File: src/tap_defs.vh
`ifndef TAP_DEFS_VH
`define TAP_DEFS_VH

// ****************************************
// controller states
// ****************************************
`define ST_RESET 4'h0
`define ST_IDLE 4'h1
`define ST_SEL_DR 4'h2
`define ST_CAP_DR 4'h3
`define ST_SHIFT_DR 4'h4
`define ST_EXIT1_DR 4'h5
`define ST_PAUSE_DR 4'h6
`define ST_EXIT2_DR 4'h7
`define ST_UPD_DR 4'h8
`define ST_SEL_IR 4'h9
`define ST_CAP_IR 4'ha
`define ST_SHIFT_IR 4'hb
`define ST_EXIT1_IR 4'hc
`define ST_PAUSE_IR 4'hd
`define ST_EXIT2_IR 4'he
`define ST_UPD_IR 4'hf

// ****************************************
// instructions and register layout
// ****************************************
`define IR_WIDTH 3
`define IR_EXTEST 3'h0
`define IR_IDCODE 3'h1
`define IR_SAMPLE 3'h2
`define IR_BYPASS 3'h7
`define IR_RESET_VAL 3'h1
`define IR_CAPTURE_LSB 2'h1
`define ID_WIDTH 32
// arbitrary neutral identification value
`define ID_CODE_VAL 32'h0000_0001
`define BSR_WIDTH 8

`endif

File: src/sram_boundary_scan_tap.v
`timescale 1ns/10ps
`include "tap_defs.vh"

// Summary of operation
// - serial test port behaves as a standard boundary-scan access port.
// - mode select and data in are sampled on test clock rising edges.
// - test data out changes only on test clock falling edges.
// - undriven mode select reads as one.
// - undriven data in reads as one.
// - state and held instruction pick the register between data in and out.
// - data out enabled only in states that call for it.
// - no dedicated test reset pin; only mode select and power-up reset.
// - five high mode-select rising edges force test-logic-reset.
// - controller resets by itself at power-up.
// - without test clock edges the port stays inactive.
// - 3-bit instruction, preset to identification at power-up and reset state.
// - capture-instruction loads 01 into the two low instruction bits.
// - 32-bit identification register, constant capture, bit 0 shifted first.
// - bypass is a single flip-flop stage between data in and out.
module sram_boundary_scan_tap
(
	input wire sys_clk,
	input wire rst,
	input wire tck,
	input wire tms,
	input wire tms_driven,
	input wire tdi,
	input wire tdi_driven,
	input wire [`BSR_WIDTH-1:0] pin_sample,
	output reg tdo_reg,
	output reg tdo_oe_reg,
	output reg [`BSR_WIDTH-1:0] pin_drive_reg,
	output reg extest_reg,
	output reg [`IR_WIDTH-1:0] ir_reg
);

// ****************************************
// input synchronisers
// ****************************************
reg [1:0] tck_sync_reg;
reg [1:0] tms_sync_reg;
reg [1:0] tdi_sync_reg;
reg tck_prev_reg;
reg [`BSR_WIDTH-1:0] pin_s1_reg;
reg [`BSR_WIDTH-1:0] pin_s2_reg;
wire tms_eff;
wire tdi_eff;
wire tck_rise;
wire tck_fall;

// floating pins resolve high, as an internal pull-up would
assign tms_eff = tms | ~tms_driven;
assign tdi_eff = tdi | ~tdi_driven;

always @(posedge sys_clk)
begin
	if (rst)
	begin
		tck_sync_reg <= 2'h0;
		tms_sync_reg <= 2'h3;
		tdi_sync_reg <= 2'h3;
		tck_prev_reg <= 1'b0;
		pin_s1_reg <= {`BSR_WIDTH{1'b0}};
		pin_s2_reg <= {`BSR_WIDTH{1'b0}};
	end
	else
	begin
		tck_sync_reg <= {tck_sync_reg[0], tck};
		tms_sync_reg <= {tms_sync_reg[0], tms_eff};
		tdi_sync_reg <= {tdi_sync_reg[0], tdi_eff};
		tck_prev_reg <= tck_sync_reg[1];
		pin_s1_reg <= pin_sample;
		pin_s2_reg <= pin_s1_reg;
	end
end

// nothing moves unless the test clock toggles
assign tck_rise = tck_sync_reg[1] & ~tck_prev_reg;
assign tck_fall = ~tck_sync_reg[1] & tck_prev_reg;

// ****************************************
// controller
// ****************************************
wire [3:0] state;

// no test reset pin exists; rst models power-up only
tap_fsm fsm_inst
(
	.sys_clk(sys_clk),
	.rst(rst),
	.tck_rise(tck_rise),
	.tms(tms_sync_reg[1]),
	.state_reg(state)
);

// ****************************************
// instruction register
// ****************************************
reg [`IR_WIDTH-1:0] ir_shift_reg;

always @(posedge sys_clk)
begin
	if (rst)
	begin
		ir_shift_reg <= `IR_RESET_VAL;
		ir_reg <= `IR_RESET_VAL;
	end
	else if (state == `ST_RESET)
	begin
		// preset as soon as reset state is entered, not on a later tck rise
		ir_reg <= `IR_RESET_VAL;
	end
	else if (tck_rise)
	begin
		case (state)
			`ST_CAP_IR: ir_shift_reg <= {ir_shift_reg[`IR_WIDTH-1:2], `IR_CAPTURE_LSB};
			`ST_SHIFT_IR: ir_shift_reg <= {tdi_sync_reg[1], ir_shift_reg[`IR_WIDTH-1:1]};
			`ST_UPD_IR: ir_reg <= ir_shift_reg;
			default: ir_reg <= ir_reg;
		endcase
	end
end

// ****************************************
// data registers
// ****************************************
reg [`ID_WIDTH-1:0] id_reg;
reg bypass_reg;
reg [`BSR_WIDTH-1:0] bsr_reg;

function is_bsr;
	input [`IR_WIDTH-1:0] ir;
	begin
		is_bsr = (ir == `IR_EXTEST) || (ir == `IR_SAMPLE);
	end
endfunction

function is_id;
	input [`IR_WIDTH-1:0] ir;
	begin
		is_id = (ir == `IR_IDCODE);
	end
endfunction

always @(posedge sys_clk)
begin
	if (rst)
	begin
		id_reg <= `ID_CODE_VAL;
		bypass_reg <= 1'b0;
		bsr_reg <= {`BSR_WIDTH{1'b0}};
	end
	else if (tck_rise)
	begin
		if (state == `ST_CAP_DR)
		begin
			id_reg <= `ID_CODE_VAL;
			bypass_reg <= 1'b0;
			bsr_reg <= pin_s2_reg;
		end
		else if (state == `ST_SHIFT_DR)
		begin
			if (is_id(ir_reg))
				id_reg <= {tdi_sync_reg[1], id_reg[`ID_WIDTH-1:1]};
			else if (is_bsr(ir_reg))
				bsr_reg <= {tdi_sync_reg[1], bsr_reg[`BSR_WIDTH-1:1]};
			else
				bypass_reg <= tdi_sync_reg[1];
		end
	end
end

// ****************************************
// serial output, falling edge
// ****************************************
reg tdo_next;

always @*
begin
	tdo_next = bypass_reg;
	if (state == `ST_SHIFT_IR)
		tdo_next = ir_shift_reg[0];
	else if (is_id(ir_reg))
		tdo_next = id_reg[0];
	else if (is_bsr(ir_reg))
		tdo_next = bsr_reg[0];
end

always @(posedge sys_clk)
begin
	if (rst)
	begin
		tdo_reg <= 1'b0;
		tdo_oe_reg <= 1'b0;
		pin_drive_reg <= {`BSR_WIDTH{1'b0}};
		extest_reg <= 1'b0;
	end
	else if (tck_fall)
	begin
		tdo_reg <= tdo_next;
		tdo_oe_reg <= (state == `ST_SHIFT_IR) || (state == `ST_SHIFT_DR);
		extest_reg <= (ir_reg == `IR_EXTEST);
		if (state == `ST_UPD_DR || state == `ST_UPD_IR)
			pin_drive_reg <= bsr_reg;
	end
end

endmodule // sram_boundary_scan_tap

File: src/tap_fsm.v
`timescale 1ns/10ps
`include "tap_defs.vh"

module tap_fsm
(
	input wire sys_clk,
	input wire rst,
	input wire tck_rise,
	input wire tms,
	output reg [3:0] state_reg
);

reg [3:0] state_next;

always @*
begin
	state_next = state_reg;
	case (state_reg)
		`ST_RESET: state_next = tms ? `ST_RESET : `ST_IDLE;
		`ST_IDLE: state_next = tms ? `ST_SEL_DR : `ST_IDLE;
		`ST_SEL_DR: state_next = tms ? `ST_SEL_IR : `ST_CAP_DR;
		`ST_CAP_DR: state_next = tms ? `ST_EXIT1_DR : `ST_SHIFT_DR;
		`ST_SHIFT_DR: state_next = tms ? `ST_EXIT1_DR : `ST_SHIFT_DR;
		`ST_EXIT1_DR: state_next = tms ? `ST_UPD_DR : `ST_PAUSE_DR;
		`ST_PAUSE_DR: state_next = tms ? `ST_EXIT2_DR : `ST_PAUSE_DR;
		`ST_EXIT2_DR: state_next = tms ? `ST_UPD_DR : `ST_SHIFT_DR;
		`ST_UPD_DR: state_next = tms ? `ST_SEL_DR : `ST_IDLE;
		`ST_SEL_IR: state_next = tms ? `ST_RESET : `ST_CAP_IR;
		`ST_CAP_IR: state_next = tms ? `ST_EXIT1_IR : `ST_SHIFT_IR;
		`ST_SHIFT_IR: state_next = tms ? `ST_EXIT1_IR : `ST_SHIFT_IR;
		`ST_EXIT1_IR: state_next = tms ? `ST_UPD_IR : `ST_PAUSE_IR;
		`ST_PAUSE_IR: state_next = tms ? `ST_EXIT2_IR : `ST_PAUSE_IR;
		`ST_EXIT2_IR: state_next = tms ? `ST_UPD_IR : `ST_SHIFT_IR;
		`ST_UPD_IR: state_next = tms ? `ST_SEL_DR : `ST_IDLE;
		default: state_next = `ST_RESET;
	endcase
end

// five high tms edges reach reset from any state by this graph
always @(posedge sys_clk)
begin
	if (rst)
		state_reg <= `ST_RESET;
	else if (tck_rise)
		state_reg <= state_next;
end

endmodule // tap_fsm

File: config.mk
export PLATFORM = sky130hd
export DESIGN_NAME = sram_boundary_scan_tap
export DESIGN_NICKNAME = d
export VERILOG_FILES = /design/src/sram_boundary_scan_tap.v /design/src/tap_fsm.v
export VERILOG_INCLUDE_DIRS = /design/src /design/src/src
export SDC_FILE = /design/constraint.sdc
export NUM_CORES = 1
export LEC_CHECK = 0
export ABC_AREA = 0
export BUFFER_PORTS_ARGS = -buffer_cell sky130_fd_sc_hd__buf_2
export CORE_MARGIN = 2
export CORE_UTILIZATION = 52
export CTS_CLUSTER_SIZE = 20
export DETAILED_ROUTE_END_ITERATION = 10
export GPL_TIMING_DRIVEN = 0
export MAX_ROUTING_LAYER = met4
export PLACE_DENSITY = 0.74
export SETUP_SLACK_MARGIN = 0.05
export SYNTH_ARGS = -nofsm -noshare
export SYNTH_HDL_FRONTEND = slang
export SYNTH_SLANG_ARGS = --single-unit
File: constraint.sdc
create_clock -name sys_clk -period 1.6 [get_ports sys_clk]
set_input_delay 0.32 -clock sys_clk [delete_from_list [all_inputs] [get_ports sys_clk]]
set_output_delay 0.32 -clock sys_clk [all_outputs]
set_load 0.05 [all_outputs]
* Word-level counts from Yosys, hierarchy flattened
Index checks and enable logic that the tools add are counted.
** Operators by class
- Equality and inequality tests :: 19
- Muxes and demuxes :: 28
- Bitwise gates (word level) :: 10
- Reductions and logical operators :: 20
** Operators with widths (number)
- two-way mux 32 bit :: 3
- one-hot mux 4 bit (12 select lines) :: 1
- == test 4 bit, second input constant :: 8
- two-way mux 8 bit :: 4
- == test 4 x 3 -> 1 bit, second input constant :: 4
- two-way mux 4 bit :: 4
- AND reduction 4 bit :: 3
- two-way mux 1 bit :: 10
- == test 4 x 2 -> 1 bit, second input constant :: 2
- nonzero test 2 bit :: 4
- two-way mux 2 bit :: 3
- two-way mux 3 bit :: 2
- NOT 1 bit :: 6
- one-hot mux 3 bit (2 select lines) :: 1
- AND reduction 3 bit :: 2
- OR reduction 2 bit :: 3
- == test 4 x 1 -> 1 bit, second input constant :: 1
- logical NOT 4 bit :: 1
- != test 2 bit, second input constant :: 2
- AND reduction 2 bit :: 2
- == test 3 x 1 -> 1 bit, second input constant :: 1
- == test 3 x 2 -> 1 bit, second input constant :: 1
- logical NOT 3 bit :: 1
- logical OR 1 bit :: 3
- other kinds (3) :: 5
** Word-level totals
- Word-level logic and storage cells :: 94
- Register bits after elaboration :: 85
- Output and inout bits :: 14
- Input port bits :: 15

* Longest topological paths before layout
Gate-level depths: netlist of run 1.
- Word-level depth :: 6
- Mapped depth :: 6
- Mapped depth without buffers :: 4

* Hierarchy
A second synthesis of run 1 with hierarchy kept.
** Second synthesis, totals
- Cells, all modules :: 347
- Area, all modules :: 3359.5 µm²
** By module, submodules not included
- sram_boundary_scan_tap :: area an instance 2999.1 µm², times used 1, cells an instance 304
- tap_fsm :: area an instance 360.3 µm², times used 1, cells an instance 43

* Worst setup path after synthesis of run 1
OpenSTA, ideal clock, no wires.
- Kind :: register to register
- Start :: reg ir_reg[0]
- End :: reg bsr_reg[0]
- Data required time :: 1509 ps
- Data arrival time :: 1460 ps
- Library setup time :: 91 ps
- Stages on the path, launching flop included :: 5
- Buffers on the path :: 1
- Period minus slack after synthesis :: 1551 ps
- Slack :: 49 ps
- Cell sequence :: dfxtp_1 nor2_1 a32o_2 buf_6 a311oi_1
** On the way
- Cells in the longest elaborated chain, start to end :: 4
- Elaborated cells between the ends (all ways) :: 7
- Classes of those cells :: eq/ne: 3; reduce/logical: 4
** RTL lines
- start: declaration :: RTL line sram_boundary_scan_tap.v:34 : output reg [`IR_WIDTH-1:0] ir_reg
- start signal: assignment :: RTL line sram_boundary_scan_tap.v:106 : ir_reg <= `IR_RESET_VAL;
- start signal: assignment :: RTL line sram_boundary_scan_tap.v:111 : ir_reg <= `IR_RESET_VAL;
- start signal: assignment :: RTL line sram_boundary_scan_tap.v:118 : `ST_UPD_IR: ir_reg <= ir_shift_reg;
- == test 3 x 2 -> 1 bit (no source line) or logical NOT 3 bit (tied branches)
- logical OR 1 bit :: RTL line sram_boundary_scan_tap.v:134 : is_bsr = (ir == `IR_EXTEST) || (ir == `IR_SAMPLE);
- nonzero test 2 bit (no source line)
- AND reduction 4 bit (no source line) *
- end signal: assignment :: RTL line sram_boundary_scan_tap.v:151 : bsr_reg <= {`BSR_WIDTH{1'b0}};
- end signal: assignment :: RTL line sram_boundary_scan_tap.v:159 : bsr_reg <= pin_s2_reg;
- end signal: assignment :: RTL line sram_boundary_scan_tap.v:166 : bsr_reg <= {tdi_sync_reg[1], bsr_reg[`BSR_WIDTH-1:1]};
- end: declaration :: RTL line sram_boundary_scan_tap.v:129 : reg [`BSR_WIDTH-1:0] bsr_reg;
Mark *: on every way between the ends. The rest lies on a longest branch, timed or not.
A chain may end at the register's enable or synchronous reset.

* Final worst setup path of run 1
- Start :: reg fsm_inst.state_reg[3]
- End :: reg bsr_reg[3]
** On the way
- Cells in the longest elaborated chain, start to end :: 3
- Elaborated cells between the ends (all ways) :: 7
- Classes of those cells :: eq/ne: 3; mux: 1; reduce/logical: 3
** RTL lines
- start: declaration :: RTL line tap_fsm.v:10 : output reg [3:0] state_reg
- start signal: assignment :: RTL line tap_fsm.v:43 : state_reg <= `ST_RESET;
- start signal: assignment :: RTL line tap_fsm.v:45 : state_reg <= state_next;
- == test 4 x 2 -> 1 bit or == test 4 x 3 -> 1 bit (tied branches)
- != test 2 bit (no source line) or nonzero test 2 bit (tied branches)
- AND reduction 4 bit (no source line)
Several ways; a longest one is shown, not always the timed one.

==> results of run 1 <==
-- where the power goes --
part | internal (W) | switching [W]
Clock | 0.000742 | 0.000800
Sequential | 0.00214 | 0.0000140
Combinational | 0.0000618 | 0.0000954
Total | 0.00295 | 0.000910
-- logic make-up after synthesis --
kind of cell | count (synthesis) | share of synthesized area (%)
AOI/OAI and AO/OA | 84 | 17.2
xor gates and xnor gates | 1 | 0.272
muxes | 9 | 2.80
buffers and inverters | 33 | 5.17
and+or+nand+nor | 140 | 21.6
DFF | 85 | 52.9
-- how the worst max path moves through the flow --
stage | startpoint | endpoint | slack, ns | cells past startpoint
2_1_floorplan | ir_reg[2] | bsr_reg[0] | 0.06 | 4
3_3_place_gp | fsm_inst.state_reg[0] | id_reg[31] | -0.23 | 5
3_5_place_dp | fsm_inst.state_reg[0] | id_reg[31] | -0.27 | 5
4_1_cts | fsm_inst.state_reg[3] | id_reg[0] | 0.006 | 6
5_1_grt | fsm_inst.state_reg[1] | bsr_reg[6] | -0.03 | 5
6_report | fsm_inst.state_reg[3] | bsr_reg[3] | 0.03 | 7
-- cells in the final DEF, fill, tap and decap left out, types with 5 or more instances in the layout --
cell type	Yosys	final
sky130_fd_sc_hd__nor2b_1	22	21
sky130_fd_sc_hd__buf_2	7	31
sky130_fd_sc_hd__nand2_1	57	57
sky130_fd_sc_hd__clkbuf_1	16	11
sky130_fd_sc_hd__a311oi_1	8	5
sky130_fd_sc_hd__dfxtp_2	0	7
sky130_fd_sc_hd__dfxtp_1	85	77
sky130_fd_sc_hd__o22ai_1	31	31
sky130_fd_sc_hd__clkbuf_8	0	10
sky130_fd_sc_hd__a21oi_1	13	13
sky130_fd_sc_hd__o21ai_0	11	11
sky130_fd_sc_hd__mux2i_1	9	9
sky130_fd_sc_hd__nor2_1	30	24
sky130_fd_sc_hd__buf_4	1	13
sky130_fd_sc_hd__buf_6	4	7
-- metal layers --
metal	global-route usage [%]	vias up	share of wire, %
met5	-	-	0
met4	7.54	0	1.9
met3	6.74	16	5.5
met2	34.0	66	48
met1	27.4	1200	45
li1	-	1350	-
-- critical path: stages, from the launching register on --
cell,delay (ns)
sky130_fd_sc_hd__dfxtp_2,0.33
sky130_fd_sc_hd__buf_6,0.13
sky130_fd_sc_hd__nor4b_4,0.28
sky130_fd_sc_hd__a32o_2,0.31
sky130_fd_sc_hd__buf_4,0.13
sky130_fd_sc_hd__buf_6,0.10
sky130_fd_sc_hd__nor2_4,0.03
sky130_fd_sc_hd__a311oi_2,0.17
-- metrics by stage --
| step | std cells | setup slack, ns | util (%) |
|---|---|---|---|
| after detailed placement | 454 | -0.266 | 57.9 |
| after global routing | 485 | -0.0255 | 65.7 |
| final | 485 | 0.0347 | 65.7 |
| after CTS | 481 | 0.00621 | 63.6 |
| after global placement | 454 | -0.227 | 57.9 |
| after floorplan | 352 | 0.0616 | - |
-- repair_timing --
action,in CTS,in global routing
gates resized for setup,19,31
cloned,2,1
hold buffers,0,0
endpoints found under the setup margin,42,54
pin swaps,2,11
setup buffers,10,5
-- layout make-up --
| type | instances | share of cell area [%] |
|---|---|---|
| Clock inverter | 7 | 2.05 |
| Buffer | 26 | 3.81 |
| Clock buffer | 9 | 3.17 |
| Sequential cell | 85 | 43.8 |
| Inverter | 4 | 0.384 |
| Timing Repair Buffer | 44 | 7.14 |
| Multi-Input combinational cell | 235 | 37.2 |
| Tap cell | 75 | 2.40 |
==> results.py, run 1 <==
metrics = {
    "sta": {
        "grt_setup_unrepaired": "true",
        "timing.fmax_ghz": 0.639,
        "finalHoldViolations": 0,
        "final.period_utilization_pct": 97.8,
        "fin_tns_setup_ns": 0,
        "slew-limit-headroom_pct": 57.0,
        "tightestPinTransition_ns": 0.645,
        "layout_min_cycle_time_ns": 1.57,
        "setup_viol_count_final": 0,
        "final.setup_skew_ns": 0.00704,
        "max_slew_violation_count": 0,
        "hold-worst-slack_ns": 0.102,
    },
    "logic_synthesis": {
        "synth.most_common_cell": "sky130_fd_sc_hd__dfxtp_1",
        "synthesis.area_sq_mm": 0.00322,
        "synth-warning-count": 0,
        "netlist.top_cell.by_area": "sky130_fd_sc_hd__dfxtp_1",
        "syn-num-nets": 367,
        "postSynth.topFlopCell": "sky130_fd_sc_hd__dfxtp_1",
        "post_synth_inst_count": 352,
        "syn-mean-instance-area_sq_um": 9.14,
        "synth_cell_types": 49,
        "yosys-top-cells-area": "sky130_fd_sc_hd__dfxtp_1, sky130_fd_sc_hd__nand2_1, sky130_fd_sc_hd__o22ai_1, sky130_fd_sc_hd__nor2b_1, sky130_fd_sc_hd__nor2_1",
        "synth-edff-count": 0,
        "seq_area_frac_synth_pct": 52.9,
        "synth_async_sr_flop_share_pct": 0,
        "area_share_of_the_largest_cell_type_after_synthesis_pct": 52.9,
        "netlist_top_cells_count": "sky130_fd_sc_hd__dfxtp_1, sky130_fd_sc_hd__nand2_1, sky130_fd_sc_hd__o22ai_1",
        "ys_seq_elements": 85,
    },
    "floorplanning": {
        "top_level_ports": 29,
        "die_boundary_height_um": 82.6,
        "initial_core_util_pct": 54.0,
        "coreArea_sq_mm": 0.00596,
        "die_w_um": 82.6,
        "fp.dieArea_sq_mm": 0.00683,
        "fp-row-count": 28,
    },
    "setup_path": {
        "cp_data_required_time_ns": 1.88,
        "critical_path.max_fanout": 5,
        "critPathCaptureType": "register",
        "timing.reg2reg.worst_path_depth": 7,
        "critical_path_arrival_ns": 1.84,
        "critical_path_class": "reg -> reg",
        "r2r_end": "bsr_reg[3]",
        "reg2reg_slack_ns": 0.03,
        "critical_path.startpoint_type": "register",
        "r2r-start": "fsm_inst.state_reg[3]",
    },
    "cts": {
        "clock_network_latency_to_the_later_pin_of_the_worst_skew_pair_ns": 0.36,
        "cts.htree.levels": 3,
        "cts_buffer_depth": 2,
        "cts.sinks": 85,
        "cts_buffer_count": 9,
        "cts_tree": "yes",
        "clock_tree.root_cell": "sky130_fd_sc_hd__clkbuf_8",
        "clock_pin_slew_on_the_worst_setup_and_hold_paths_ns": 0.09,
    },
    "placement": {
        "port-buffer-count": 27,
        "gp_routability_congestion": 0.866,
        "detailedPlacementHpwl_um": 4350,
        "placement.cell_area_sq_mm": 0.00345,
    },
    "global_routing": {
        "grt_util_all_layers_pct": 22.0,
        "gr-total-overflow": 0,
        "grt_start_max_net_pins": 17,
        "grt_antenna_before_repair": 0,
        "first_global_vias": 2426,
        "grt_first_pass_wirelength_um": 11000,
    },
    "power_and_ir_drop": {
        "p_per_area_mw_per_mm2": 986,
        "power.ir.vdd_worst_uv": 908,
        "cellLeakagePower_nw": 1.46,
        "total_power_w": 0.00386,
    },
    "drt": {
        "num_vias": 2632,
        "postRouteAntennaNets": 0,
        "routed_wire_length_per_instance_um": 14.2,
        "drc": 0,
        "drtPass1Iterations": 4,
        "drt_iter0_drc": 124,
        "wirelength_um": 6900,
        "avgViaCountPerCell": 5.43,
    },
    "layout": {
        "ff_latch_area_sq_mm": 0.00171,
        "drive_gt1_share_pct": 25.6,
        "nets": 420,
        "area_overhead_vs_synth_pct": 21.6,
        "largest_register_ff_count": 32,
        "final_area_sq_mm": 0.00391,
        "antenna-diode-count": 0,
        "final.fill_count": 489,
        "multi_input_area_sq_mm": 0.00146,
    },
    "run_status": {
        "status": "finished clean",
    },
    "hold_path": {
        "min_to": "tdi_sync_reg[0]",
        "holdCritPathClass": "in -> reg",
        "min_delay_path_depth": 2,
        "hold_path.startpoint": "tdi_driven",
    },
    "job": {
        "cap_violations": 0,
    },
}
(Power assumes the default switching activity.)
==> inputs of run 2 (changes only) <==
--- a/config.mk
+++ b/config.mk
@@ -9,13 +9,13 @@
 export ABC_AREA = 0
 export BUFFER_PORTS_ARGS = -buffer_cell sky130_fd_sc_hd__buf_2
 export CORE_MARGIN = 2
-export CORE_UTILIZATION = 52
-export CTS_CLUSTER_SIZE = 20
+export CORE_UTILIZATION = 62
 export DETAILED_ROUTE_END_ITERATION = 10
 export GPL_TIMING_DRIVEN = 0
 export MAX_ROUTING_LAYER = met4
-export PLACE_DENSITY = 0.74
+export PLACE_DENSITY = 0.83
 export SETUP_SLACK_MARGIN = 0.05
+export SLEW_MARGIN = 20
 export SYNTH_ARGS = -nofsm -noshare
 export SYNTH_HDL_FRONTEND = slang
 export SYNTH_SLANG_ARGS = --single-unit
==> constraint.sdc (replaced) <==
create_clock -name sys_clk -period 1.86 [get_ports sys_clk]
set_input_delay 0.372 -clock sys_clk [delete_from_list [all_inputs] [get_ports sys_clk]]
set_output_delay 0.372 -clock sys_clk [all_outputs]
set_load 0.05 [all_outputs]
==> run 2 against run 1 <==
  * Global-route usage rose by 1.3 points
  * Sequential share of layout area rose by 2.2 points
  * Count of clock-buffer cells in the layout rose by 1
  * First-iteration DRC count rose by 7.3%
  * Die area fell by 15%
  * Total power fell by 11%
  * Critical endpoint is now id_reg[23]
==> results.py, run 2 (same netlist as run 1, synthesis figures left out) <==
metrics = {
    "placement": {
        "pre_cts_ws_ns": -0.0113,
        "total_placed_cells_including_tap_cells": 449,
        "detailedPlacementHpwl_um": 4380,
        "placement.cell_area_sq_mm": 0.00344,
        "port-buffer-count": 27,
        "gp_routability_congestion": 0.845,
    },
    "sta": {
        "slew-limit-headroom_pct": 60.7,
        "grt_setup_unrepaired": "false",
        "hold-worst-slack_ns": 0.175,
        "timing.fmax_ghz": 0.605,
        "setup_viol_count_final": 0,
        "finalHoldViolations": 0,
        "tightestPinTransition_ns": 0.590,
        "final.setup_skew_ns": 0.00909,
        "layout_min_cycle_time_ns": 1.65,
        "setup_ws_final_ns": 0.208,
        "final.period_utilization_pct": 88.8,
        "max_slew_violation_count": 0,
    },
    "setup_path": {
        "critPathCaptureType": "register",
        "critical_path_class": "reg -> reg",
        "cp_cell_sequence": "nor2b_1 > buf_2 > nand4_1 > clkbuf_1 > o22ai_1",
        "cp_data_required_time_ns": 2.14,
        "slowest_stage": "sky130_fd_sc_hd__dfxtp_1",
        "timing.critical_path.slowest_cell_delay_ns": 0.41,
        "critical_path_arrival_ns": 1.93,
        "critical_path.max_fanout": 10,
        "critical-path-top-delay-family": "buffers and inverters",
        "timing.critical_path.buf_inv": 2,
        "critical_path.startpoint_type": "register",
    },
    "floorplanning": {
        "fp-row-count": 26,
        "top_level_ports": 29,
        "die_w_um": 76.0,
        "die_boundary_height_um": 76.0,
        "initial_core_util_pct": 63.8,
        "fp.dieArea_sq_mm": 0.00578,
        "coreArea_sq_mm": 0.00504,
    },
    "job": {
        "cap_violations": 0,
    },
    "drt": {
        "routed_wire_length_per_instance_um": 13.4,
        "drc": 0,
        "drtPass1Iterations": 4,
        "avgViaCountPerCell": 5.54,
        "drt_iter0_drc": 133,
        "wirelength_um": 6230,
        "num_vias": 2577,
        "postRouteAntennaNets": 0,
    },
    "power_and_ir_drop": {
        "cellLeakagePower_nw": 1.35,
        "power.switching_fraction_pct": 21.6,
        "clock_power_share_pct": 42.4,
        "p_int_w": 0.00269,
        "comb_power_share_pct": 3.7,
        "power.net_switching_w": 0.000742,
        "p_per_area_mw_per_mm2": 929,
        "power.ir.vdd_worst_uv": 774,
        "power.sequential.fraction_pct": 53.9,
    },
    "layout": {
        "antenna-diode-count": 0,
        "nets": 405,
        "layoutNonFillerInstCount": 465,
        "area_overhead_vs_synth_pct": 15.0,
        "final.fill_count": 382,
        "most-common-layout-cells": "sky130_fd_sc_hd__dfxtp_1, sky130_fd_sc_hd__nand2_1, sky130_fd_sc_hd__buf_2",
        "drive_gt1_share_pct": 16.5,
        "final_area_sq_mm": 0.00370,
        "final_common_cell": "sky130_fd_sc_hd__dfxtp_1",
        "largest_register_ff_count": 32,
    },
    "cts": {
        "cts_resized": 1,
        "clock_pin_slew_on_the_worst_setup_and_hold_paths_ns": 0.08,
        "cts_hold_repair.buffers": 0,
        "cts_buffer_depth": 2,
        "cts.sinks": 85,
        "cts_tree": "yes",
        "cts.htree.levels": 3,
        "clock_network_latency_to_the_later_pin_of_the_worst_skew_pair_ns": 0.35,
        "clock_tree.root_cell": "sky130_fd_sc_hd__clkbuf_8",
        "post_cts_buffers": 0,
        "cts_buffer_count": 9,
    },
    "global_routing": {
        "grt_start_max_net_pins": 16,
        "gr-total-overflow": 0,
        "first_global_vias": 2404,
        "grt_first_pass_wirelength_um": 10600,
        "grt_util_all_layers_pct": 23.3,
        "grt_antenna_before_repair": 0,
    },
    "run_status": {
        "status": "finished clean",
    },
    "hold_path": {
        "holdCritPathClass": "in -> reg",
    },
}
[run 2: stage by stage]
step | util, % | total power [W] | TNS (ns)
5_1_grt | 73.3 | 0.00355 | 0
2_1_floorplan | - | 0.00198 | 0
3_3_place_gp | 68.2 | 0.00202 | 0
4_1_cts | 72.9 | 0.00346 | 0
3_5_place_dp | 68.2 | 0.00202 | -0.0249
6_report | 73.3 | 0.00344 | 0
[run 2: final cells by class]
cell class / count / area, sq um / area share (%)
repair buffers: 27 / 135 / 3.65
plain buffers: 29 / 151 / 4.09
inverters: 4 / 15.0 / 0.406
flip-flops and latches: 85 / 1700 / 46.0
multi-input cells: 234 / 1380 / 37.2
clock buffers: 10 / 138 / 3.72
clock inverters: 6 / 92.6 / 2.50
well taps: 70 / 87.6 / 2.37
[run 2: worst reg2reg max path: stages (launching register included)]
cell	delay (ns)
sky130_fd_sc_hd__dfxtp_1	0.41
sky130_fd_sc_hd__nor2b_1	0.20
sky130_fd_sc_hd__buf_2	0.23
sky130_fd_sc_hd__nand4_1	0.23
sky130_fd_sc_hd__clkbuf_1	0.28
sky130_fd_sc_hd__o22ai_1	0.23
[run 2: path summary, 6_finish.rpt]
| path | startpoint | end | slack (ns) | cells after the start |
|---|---|---|---|---|
| hold / removal | tms_driven | tms_sync_reg[0] | 0.17 | 2 |
| setup / recovery | tck_sync_reg[1] | id_reg[23] | 0.21 | 5 |
| hold reg to reg | tdi_sync_reg[0] | tdi_sync_reg[1] | 0.42 | 1 |
| setup reg to reg | tck_sync_reg[1] | id_reg[23] | 0.21 | 5 |
[run 2: per-layer routing]
metal	share of wire [%]	track usage [%]	vias up	wire, um
met5	0	-	-	0
met4	1.7	11.5	0	104
met2	48	37.9	52	3000
met1	46	28.3	1207	2860
li1	-	-	1310	-
met3	4.1	4.03	8	258
[run 2: power by group through the flow]
stage / Sequential, W / Combinational (W) / Clock (W)
after floorplan: 0.00190 / 0.0000819 / 0
after global placement: 0.00190 / 0.000122 / 0
after detailed placement: 0.00190 / 0.000124 / 0
after CTS: 0.00185 / 0.000125 / 0.00148
after global routing: 0.00186 / 0.000141 / 0.00156
final: 0.00185 / 0.000126 / 0.00146
